`src/include/stpd_pkg.sv`:
```
package stpd_pkg;

    // Clock rate and the documented times, each with its derived cycle count.
    localparam int CLK_KHZ          = 40000;
    localparam int IDLE_MS          = 400;
    localparam int IDLE_CYC_DEF     = IDLE_MS * CLK_KHZ;
    localparam int TOGGLE_MS        = 1000;
    localparam int TOGGLE_CYC_DEF   = TOGGLE_MS * CLK_KHZ;
    localparam int SELFTEST_US      = 1000;
    localparam int SELFTEST_CYC_DEF = (SELFTEST_US * CLK_KHZ) / 1000;

    // Register byte offsets.
    localparam logic [7:0] CFG_RES_OFS = 8'h00;
    localparam logic [7:0] CFG_CUR_OFS = 8'h04;
    localparam logic [7:0] STATUS_OFS  = 8'h08;
    localparam logic [7:0] RES_OUT_OFS = 8'h0C;
    localparam logic [7:0] CUR_OUT_OFS = 8'h10;
    localparam logic [7:0] IRQ_ST_OFS  = 8'h14;
    localparam logic [7:0] IRQ_CLR_OFS = 8'h18;
    localparam logic [7:0] IRQ_EN_OFS  = 8'h1C;

    // Software configured limits and reset values.
    localparam logic [9:0] RES_MIN     = 10'h001;
    localparam logic [9:0] RES_MAX     = 10'h200;
    localparam logic [9:0] CFG_RES_RST = 10'h001;
    localparam logic [6:0] CUR_MIN     = 7'h05;
    localparam logic [6:0] CUR_MAX     = 7'h46;
    localparam logic [6:0] CFG_CUR_RST = 7'h05;

    // Switch codes that hand control to software.
    localparam logic [3:0] RES_KEY_SW = 4'hF;
    localparam logic [2:0] CUR_KEY_SW = 3'h0;

    // Standstill scaling, percent.
    localparam int REDUCE_PCT = 60;

    // Status bit positions.
    localparam int ST_FAULT    = 0;
    localparam int ST_REDUCED  = 1;
    localparam int ST_BUSY     = 2;
    localparam int ST_ENERGIZE = 3;
    localparam int ST_SW_RES   = 4;
    localparam int ST_SW_CUR   = 5;
    localparam int ST_DIR      = 6;

    // Interrupt bit positions.
    localparam int IRQ_W        = 3;
    localparam int IRQ_FAULT    = 0;
    localparam int IRQ_AUTOCONF = 1;
    localparam int IRQ_STILL    = 2;
    localparam logic [IRQ_W-1:0] IRQ_RST = 3'h0;

    // Auto-configuration sequencer states.
    typedef enum logic [2:0] {
        AC_IDLE  = 3'b001,
        AC_ARMED = 3'b010,
        AC_BUSY  = 3'b100
    } stpd_ac_t;

endpackage

```
`src/design/stpd_drive_cfg.sv`:
```
// Decided for this implementation: the register addresses and the APB register port.
`timescale 1ns/1ps
`default_nettype none

// Overview of operation
// Switches set resolution outside software mode.
// All resolution switches on selects software resolution.
// Decode 400, 800, 1600, 3200, 6400 codes.
// Decode remaining codes to the other resolutions.
// Controller must not change resolution while moving.
// Switches set current outside software mode.
// All current switches off selects software current.
// Decode current codes to 2.6 through 7.0 A.
// Reduce to 60 percent after 0.4 s idle.
// Standstill switch on enables reduction.
// Two standstill toggles in 1 s start self-test.
// Act on pulse, direction and enable inputs.
// Green indicator lit while powered.
// Fault lights red and frees the shaft.
// Fault held until power is cycled.
module stpd_drive_cfg #(
    parameter int IDLE_CYC     = stpd_pkg::IDLE_CYC_DEF,
    parameter int TOGGLE_CYC   = stpd_pkg::TOGGLE_CYC_DEF,
    parameter int SELFTEST_CYC = stpd_pkg::SELFTEST_CYC_DEF
) (
    // Clock and power-on reset.
    input  wire logic        pclk,
    input  wire logic        presetn,
    // APB slave.
    input  wire logic [7:0]  paddr,
    input  wire logic        psel,
    input  wire logic        penable,
    input  wire logic        pwrite,
    input  wire logic [31:0] pwdata,
    output logic      [31:0] prdata,
    output logic             pready,
    output logic             pslverr,
    // Switch bank, on reads as 1.
    input  wire logic        cur_sel_bit0,
    input  wire logic        cur_sel_bit1,
    input  wire logic        cur_sel_bit2,
    input  wire logic        standstill_selector,
    input  wire logic        res_sel_bit0,
    input  wire logic        res_sel_bit1,
    input  wire logic        res_sel_bit2,
    input  wire logic        res_sel_bit3,
    // Differential command inputs from the motion controller.
    input  wire logic        step_pulse_in_p,
    input  wire logic        step_pulse_in_n,
    input  wire logic        dir_in_p,
    input  wire logic        dir_in_n,
    input  wire logic        drive_enable_in_p,
    input  wire logic        drive_enable_in_n,
    // Fault report from the power stage.
    input  wire logic        fault_detect,
    // Drive outputs.
    output logic             step_out,
    output logic             dir_out,
    output logic             motor_energize,
    output logic      [15:0] steps_per_rev,
    output logic      [6:0]  peak_current,
    output logic      [6:0]  phase_current,
    output logic             autoconf_busy,
    // Indicators and interrupt.
    output logic             led_green,
    output logic             led_red,
    output logic             irq
);
    import stpd_pkg::*;

    typedef struct packed {
        logic                  fault;
        logic                  reduced;
        logic                  energize;
        logic                  step;
        logic                  dir;
        logic                  step_prev;
        logic                  ss_prev;
        logic [1:0]            warm;
        logic [31:0]           idle_cnt;
        logic [31:0]           ac_cnt;
        stpd_ac_t              ac;
        logic [9:0]            cfg_res;
        logic [6:0]            cfg_cur;
        logic [15:0]           steps;
        logic [6:0]            peak;
        logic [6:0]            phase;
        logic [IRQ_W-1:0]      irq_st;
        logic [IRQ_W-1:0]      irq_en;
        logic [31:0]           rdata;
    } stpd_state_t;

    stpd_state_t s_r;
    stpd_state_t s_nxt;

    logic [11:0] raw;
    logic [11:0] sy;
    logic [3:0]  res_key;
    logic [2:0]  cur_key;
    logic        pulse_lvl;
    logic        dir_lvl;
    logic        en_lvl;
    logic        ss_lvl;
    logic        flt_lvl;
    logic        wr_en;
    logic        mapped;

    // Differential pairs are resolved before the synchroniser; a pair is asserted when p is high and n low.
    assign raw = {fault_detect,
                  drive_enable_in_p & ~drive_enable_in_n,
                  dir_in_p & ~dir_in_n,
                  step_pulse_in_p & ~step_pulse_in_n,
                  standstill_selector,
                  res_sel_bit0, res_sel_bit1, res_sel_bit2, res_sel_bit3,
                  cur_sel_bit0, cur_sel_bit1, cur_sel_bit2};

    stpd_sync #(
        .W (12)
    ) u_sync (
        .pclk    (pclk),
        .presetn (presetn),
        .d       (raw),
        .q       (sy)
    );

    // Keys list bit 0 first, matching the switch table order.
    assign flt_lvl   = sy[11];
    assign en_lvl    = sy[10];
    assign dir_lvl   = sy[9];
    assign pulse_lvl = sy[8];
    assign ss_lvl    = sy[7];
    assign res_key   = sy[6:3];
    assign cur_key   = sy[2:0];

    // Resolution decode; the all-on code is handled by the caller.
    function automatic logic [15:0] decode_res(input logic [3:0] k);
        case (k)
            4'h7:    decode_res = 16'h0190;
            4'hB:    decode_res = 16'h0320;
            4'h3:    decode_res = 16'h0640;
            4'hD:    decode_res = 16'h0C80;
            4'h5:    decode_res = 16'h1900;
            4'h9:    decode_res = 16'h3200;
            4'h1:    decode_res = 16'h6400;
            4'hE:    decode_res = 16'h03E8;
            4'h6:    decode_res = 16'h07D0;
            4'hA:    decode_res = 16'h0FA0;
            4'h2:    decode_res = 16'h1388;
            4'hC:    decode_res = 16'h1F40;
            4'h4:    decode_res = 16'h2710;
            4'h8:    decode_res = 16'h4E20;
            default: decode_res = 16'h61A8;
        endcase
    endfunction

    // Peak current decode in tenths of an ampere; the all-off code is handled by the caller.
    function automatic logic [6:0] decode_cur(input logic [2:0] k);
        case (k)
            3'h4:    decode_cur = 7'h1A;
            3'h2:    decode_cur = 7'h22;
            3'h6:    decode_cur = 7'h28;
            3'h1:    decode_cur = 7'h30;
            3'h5:    decode_cur = 7'h36;
            3'h3:    decode_cur = 7'h3D;
            default: decode_cur = 7'h46;
        endcase
    endfunction

    // Standstill level, rounded down so the reduced current never exceeds the target.
    function automatic logic [6:0] scale_still(input logic [6:0] c);
        logic [13:0] p;
        p = (14'(c) * 14'(REDUCE_PCT)) / 14'(100);
        scale_still = p[6:0];
    endfunction

    // Zero-wait slave: reads are captured in the setup cycle, writes land on the access edge.
    assign pready = 1'b1;
    assign mapped = (paddr == CFG_RES_OFS) || (paddr == CFG_CUR_OFS) || (paddr == STATUS_OFS) ||
                    (paddr == RES_OUT_OFS) || (paddr == CUR_OUT_OFS) || (paddr == IRQ_ST_OFS) ||
                    (paddr == IRQ_CLR_OFS) || (paddr == IRQ_EN_OFS);
    assign pslverr = psel & penable & ~mapped;
    assign wr_en   = psel & penable & pwrite & mapped;

    // Next-state logic for the whole block.
    always_comb begin
        logic [IRQ_W-1:0] ev;
        logic [IRQ_W-1:0] clr;
        logic [9:0]       wres;
        logic [6:0]       wcur;
        ev    = '0;
        clr   = '0;
        wres  = pwdata[9:0];
        wcur  = pwdata[6:0];
        s_nxt = s_r;

        // Once set, nothing but power-on reset removes the fault.
        s_nxt.fault = s_r.fault | flt_lvl;
        s_nxt.energize = en_lvl & ~s_nxt.fault;
        s_nxt.dir = dir_lvl;
        s_nxt.step = pulse_lvl & s_nxt.energize & (s_r.ac != AC_BUSY);
        s_nxt.step_prev = pulse_lvl;
        s_nxt.ss_prev = ss_lvl;

        // The synchroniser leaves reset at 0 whatever the switch says, so its first change is not a toggle.
        if (s_r.warm != 2'h3) begin
            s_nxt.warm = s_r.warm + 2'h1;
        end

        // Idle timer restarts on each new step edge and saturates at the timeout.
        if (pulse_lvl && !s_r.step_prev) begin
            s_nxt.idle_cnt = '0;
        end else if (s_r.idle_cnt != 32'(IDLE_CYC)) begin
            s_nxt.idle_cnt = s_r.idle_cnt + 32'h1;
        end
        s_nxt.reduced = ss_lvl && (s_nxt.idle_cnt == 32'(IDLE_CYC));

        // Resolution and current selection from switches or software.
        s_nxt.steps = (res_key == RES_KEY_SW) ? {6'h00, s_r.cfg_res} : decode_res(res_key);
        s_nxt.peak = (cur_key == CUR_KEY_SW) ? s_r.cfg_cur : decode_cur(cur_key);
        if (!s_nxt.energize) begin
            s_nxt.phase = 7'h00;
        end else if (s_nxt.reduced) begin
            s_nxt.phase = scale_still(s_nxt.peak);
        end else begin
            s_nxt.phase = s_nxt.peak;
        end

        // A second toggle inside the window starts self-test; toggles while busy are ignored.
        case (s_r.ac)
            AC_IDLE: begin
                if ((s_r.warm == 2'h3) && (ss_lvl != s_r.ss_prev)) begin
                    s_nxt.ac     = AC_ARMED;
                    s_nxt.ac_cnt = '0;
                end
            end
            AC_ARMED: begin
                if (ss_lvl != s_r.ss_prev) begin
                    s_nxt.ac     = AC_BUSY;
                    s_nxt.ac_cnt = '0;
                    ev[IRQ_AUTOCONF] = 1'b1;
                end else if (s_r.ac_cnt == 32'(TOGGLE_CYC - 1)) begin
                    s_nxt.ac = AC_IDLE;
                end else begin
                    s_nxt.ac_cnt = s_r.ac_cnt + 32'h1;
                end
            end
            AC_BUSY: begin
                if (s_r.ac_cnt == 32'(SELFTEST_CYC - 1)) begin
                    s_nxt.ac = AC_IDLE;
                end else begin
                    s_nxt.ac_cnt = s_r.ac_cnt + 32'h1;
                end
            end
            default: begin
                s_nxt.ac = AC_IDLE;
            end
        endcase

        // Register writes; values outside the allowed range are clamped.
        if (wr_en) begin
            case (paddr)
                CFG_RES_OFS: begin
                    s_nxt.cfg_res = (wres < RES_MIN) ? RES_MIN : ((wres > RES_MAX) ? RES_MAX : wres);
                end
                CFG_CUR_OFS: begin
                    s_nxt.cfg_cur = (wcur < CUR_MIN) ? CUR_MIN : ((wcur > CUR_MAX) ? CUR_MAX : wcur);
                end
                IRQ_CLR_OFS: clr = pwdata[IRQ_W-1:0];
                IRQ_EN_OFS:  s_nxt.irq_en = pwdata[IRQ_W-1:0];
                default:     clr = '0;
            endcase
        end

        // A new event beats a clear in the same cycle.
        ev[IRQ_FAULT] = s_nxt.fault & ~s_r.fault;
        ev[IRQ_STILL] = s_nxt.reduced & ~s_r.reduced;
        s_nxt.irq_st  = (s_r.irq_st & ~clr) | ev;

        // Read data is captured during the setup cycle so it is stable for the access edge.
        if (psel && !penable) begin
            case (paddr)
                CFG_RES_OFS: s_nxt.rdata = {22'h000000, s_r.cfg_res};
                CFG_CUR_OFS: s_nxt.rdata = {25'h0000000, s_r.cfg_cur};
                STATUS_OFS:  s_nxt.rdata = {25'h0000000, s_r.dir, (cur_key == CUR_KEY_SW),
                                            (res_key == RES_KEY_SW), s_r.energize,
                                            (s_r.ac == AC_BUSY), s_r.reduced, s_r.fault};
                RES_OUT_OFS: s_nxt.rdata = {16'h0000, s_r.steps};
                CUR_OUT_OFS: s_nxt.rdata = {17'h00000, s_r.phase, 1'b0, s_r.peak};
                IRQ_ST_OFS:  s_nxt.rdata = {29'h00000000, s_r.irq_st};
                IRQ_EN_OFS:  s_nxt.rdata = {29'h00000000, s_r.irq_en};
                default:     s_nxt.rdata = 32'h00000000;
            endcase
        end
    end

    // Single state register; presetn is the power-on reset and the only way out of a fault.
    always_ff @(posedge pclk or negedge presetn) begin
        if (!presetn) begin
            s_r         <= '0;
            s_r.ac      <= AC_IDLE;
            s_r.cfg_res <= CFG_RES_RST;
            s_r.cfg_cur <= CFG_CUR_RST;
            s_r.irq_st  <= IRQ_RST;
            s_r.irq_en  <= IRQ_RST;
        end else begin
            s_r <= s_nxt;
        end
    end

    // Outputs from the state register; led_green is tied high.
    assign prdata         = s_r.rdata;
    assign step_out       = s_r.step;
    assign dir_out        = s_r.dir;
    assign motor_energize = s_r.energize;
    assign steps_per_rev  = s_r.steps;
    assign peak_current   = s_r.peak;
    assign phase_current  = s_r.phase;
    assign autoconf_busy  = (s_r.ac == AC_BUSY);
    assign led_red        = s_r.fault;
    assign led_green      = 1'b1;
    assign irq            = |(s_r.irq_st & s_r.irq_en);
endmodule

`default_nettype wire

```
`src/design/stpd_sync.sv`:
```
`timescale 1ns/1ps
`default_nettype none

// Two-flop synchroniser for a bank of asynchronous levels.
module stpd_sync #(
    parameter int W = 1
) (
    // Clock and reset.
    input  wire logic         pclk,
    input  wire logic         presetn,
    // Levels.
    input  wire logic [W-1:0] d,
    output logic      [W-1:0] q
);

    logic [W-1:0] meta_r;

    // The first stage feeds only the second; nothing else may look at it.
    always_ff @(posedge pclk or negedge presetn) begin
        if (!presetn) begin
            meta_r <= '0;
            q      <= '0;
        end else begin
            meta_r <= d;
            q      <= meta_r;
        end
    end

endmodule

`default_nettype wire

```
`config.mk`:
```
export PLATFORM = sky130hd
export DESIGN_NAME = stpd_drive_cfg
export DESIGN_NICKNAME = d
export VERILOG_FILES = /design/src/include/stpd_pkg.sv /design/src/design/stpd_drive_cfg.sv /design/src/design/stpd_sync.sv
export SDC_FILE = /design/constraint.sdc
export NUM_CORES = 1
export LEC_CHECK = 0
export BUFFER_PORTS_ARGS = -buffer_cell sky130_fd_sc_hd__clkbuf_2
export CAP_MARGIN = 20
export CORE_MARGIN = 3
export CORE_UTILIZATION = 25
export DETAILED_ROUTE_END_ITERATION = 7
export PLACE_DENSITY = 0.48
export SLEW_MARGIN = 5
export SYNTH_ARGS = -nofsm -noshare
export SYNTH_HDL_FRONTEND = slang
export SYNTH_SLANG_ARGS = --single-unit
```
`constraint.sdc`:
```
create_clock -name pclk -period 17.9 [get_ports pclk]
set_input_delay 3.58 -clock pclk [delete_from_list [all_inputs] [get_ports pclk]]
set_output_delay 3.58 -clock pclk [all_outputs]
set_load 0.005 [all_outputs]
```
==> out/results.ini <==
[pwr]
p_per_area_nw_per_um2 = 141
leakage_nw = 5.00
power_mw = 1.58
peakVddDrop_uv = 118

[timing]
finalCritPeriodShare = 0.458
finalHoldViolCount = 0
rsz0062_at_grt = no
max_freq_mhz = 122
finClkSkew_ns = 0.0142
finalSetupViolations = 0
slew_violations = 0
relSlewSlack = 0.315
whs_ns = 0.355
min_period_ns = 8.21
tns_ns = 0
worstMarginPinSlew_ns = 1.02

[run]
cap_viol_max_count = 0

[critical_path]
required_ns = 14.32
start_kind = primary input
worst-path-max-fanout = 5
r2r_start = u_sync.q[0]
r2r_setup_slack_ns = 10.56
reg2reg_depth = 23
rr_endpoint = phase_current[0]
critPathArrivalTime_ns = 4.63
endpoint_kind = output port
critical_path_class = in2out

[place]
port_buffers = 88
placed_area_um2 = 10600
dp_hpwl_um = 19000
place_congestion = 0.787

[min_path]
hp-start = u_sync.meta_r[7]
hold_class = reg2reg
min_path_cells = 0
holdPathEnd = u_sync.q[7]

[cts]
post_cts_resized = 0
clk_pin_slew_worst_paths_ns = 0.07
htreeDepth = 4
clock_path_buffers = 2
cts_tree = built
cts_root_buffer = clkbuf_16
cts.sinks = 167
cts-buffers-inserted = 17
postCtsSetupRepairBufs = 0
cts_hold_buf = 0
clock_latency_ns = 0.43

[yosys]
async_reset_ff_frac = 1.00
synth_cell_type_count = 92
ys_warn_count = 0
avgSynthCellArea_um2 = 9.13
syn_area_um2 = 9990
synthFlopType = dfrtp_1
synth_seq_cells = 167
ys_seq_area_frac = 0.419
synthCells = 1094
synth_edf_count = 0

[routing]
wl_met3_um = 956
m1WireLength_um = 12500
ant_nets = 0
dr.first_iter.drc_count = 437
top_layer = met5
drc = 0
vias = 7922
routed_via_density = 4.78
drtPass1Iterations = 6
wl_per_cell_um = 15.4
wl_um = 25500
dr_wl_met2_um = 11700

[cells_and_area]
nets = 1222
layout-drive-gt1-share = 0.152
syn_to_final_growth_pct = 12.0
antenna_cells = 0
final_design_area_no_fill_um2 = 11200
utilization = 0.286

[status]
status = finished, final reports clean

[die]
die-width_um = 206
floorplan.initialDensity = 0.256
die_area_um2 = 42400
row_count = 72
fp.dieH_um = 206
ios = 131
design.core.area_um2 = 39100

[grt]
overflow = 0
antenna_found_initial = 1
grt_max_degree = 98
grt_usage = 0.121
grt_pass1_vias = 7573
grt_first_pass_wirelength_um = 41200

cells in the mapped netlist, drive strengths merged (5+ instances only):
library cell  number  area (um2)
a211oi             8        87.6
a21o              10        75.1
a21oi             38         213
a222oi            10         100
a22oi             17         128
a31oi             17         121
and2               8        51.3
and3              21         131
buf               68         505
clkbuf            32         120
dfrtp            163        4080
fa                10         200
ha                26         325
inv               48         180
maj3               5        51.3
mux2               9         101
mux2i              5        50.1
nand2            104         393
nand2b            22         138
nand3             42         215
nand4             17         106
nor2             116         438
nor2b              9        56.3
nor3              28         140
nor4              14        93.8
o211ai             6        45.0
o21ai             82         422
o22ai              5        37.5
o31ai              8        73.8
or3               10        62.6
or4                6        48.8
xnor2             18         158
xor2              47         412
layout make-up:
cell class	count	area (um2)
clock buffers	18	429
clock inverters	14	164
multi-input cells	794	5070
fillers	4147	27900
inverters	51	191
flip-flops and latches	167	4180
well taps	518	648
repair buffers	95	503
cell families after synthesis:
family,share of synthesized area
AND/OR/NAND/NOR,0.204
flip-flops,0.419
buffers and inverters,0.0818
AO/OA/AOI/OAI,0.165
other,0.000752
adder cells (fa/ha/maj),0.0577
XOR/XNOR,0.0570
multiplexers,0.0152
flip-flops by register name, summed over array words and instances, names as in the netlist:
register        cells
step_out            1
phase_current       7
prdata             15
u_sync.q           12
s_r                95
u_sync.meta_r      12
dir_out             1
motor_energize      1
led_red             1
peak_current        7
steps_per_rev      15
metal layers:
layer / up-vias / GRT usage
met1: 3927 / 0.174
met3: 14 / 0.0198
met4: 2 / 0.0318
li1: 3836 / -
met5: - / 0
met2: 143 / 0.189
metrics by stage:
step                cells  worst slack (ns)
detailed placement   1624              9.70
CTS                  1656              9.70
floorplan            1112              9.93
global route         1657              9.66
global placement     1623              9.70
finish               1657              9.69
worst max-delay path: stages:
cell	delay (ns)
clkbuf_2	0.08
or4_1	0.61
o211a_1	0.24
clkbuf_2	0.11
report_power, final:
part,switching [mW],internal [mW],total (mW)
clock,0.165,0.210,0.375
combinational,0.495,0.299,0.794
sequential,0.0170,0.392,0.409
total,0.678,0.901,1.58
how the worst max path moves through the flow:
stage | from | to | slack (ns) | cells past startpoint
after floorplan | paddr[1] | pslverr | 9.93 | 2
after global placement | paddr[1] | pslverr | 9.70 | 4
after detailed placement | paddr[1] | pslverr | 9.70 | 4
after CTS | paddr[1] | pslverr | 9.70 | 4
after global routing | paddr[1] | pslverr | 9.66 | 4
final | paddr[1] | pslverr | 9.69 | 4
placed cells by master, fill, tap and decap left out, types with 9 or more instances in the layout:
cell type / instances
a21o_1: 10
a21oi_1: 34
a222oi_1: 10
a22oi_1: 17
a31oi_1: 16
and3_1: 21
clkbuf_16: 17
clkbuf_2: 87
conb_1: 20
dfrtp_1: 163
fa_1: 10
ha_1: 26
inv_1: 46
mux2_2: 9
nand2_1: 103
nand2b_1: 22
nand3_1: 41
nand4_1: 17
nor2_1: 115
nor3_1: 26
nor4_1: 13
o21ai_0: 74
or3_1: 10
xnor2_1: 18
xor2_1: 47
Power figures use the tool's default switching activity.
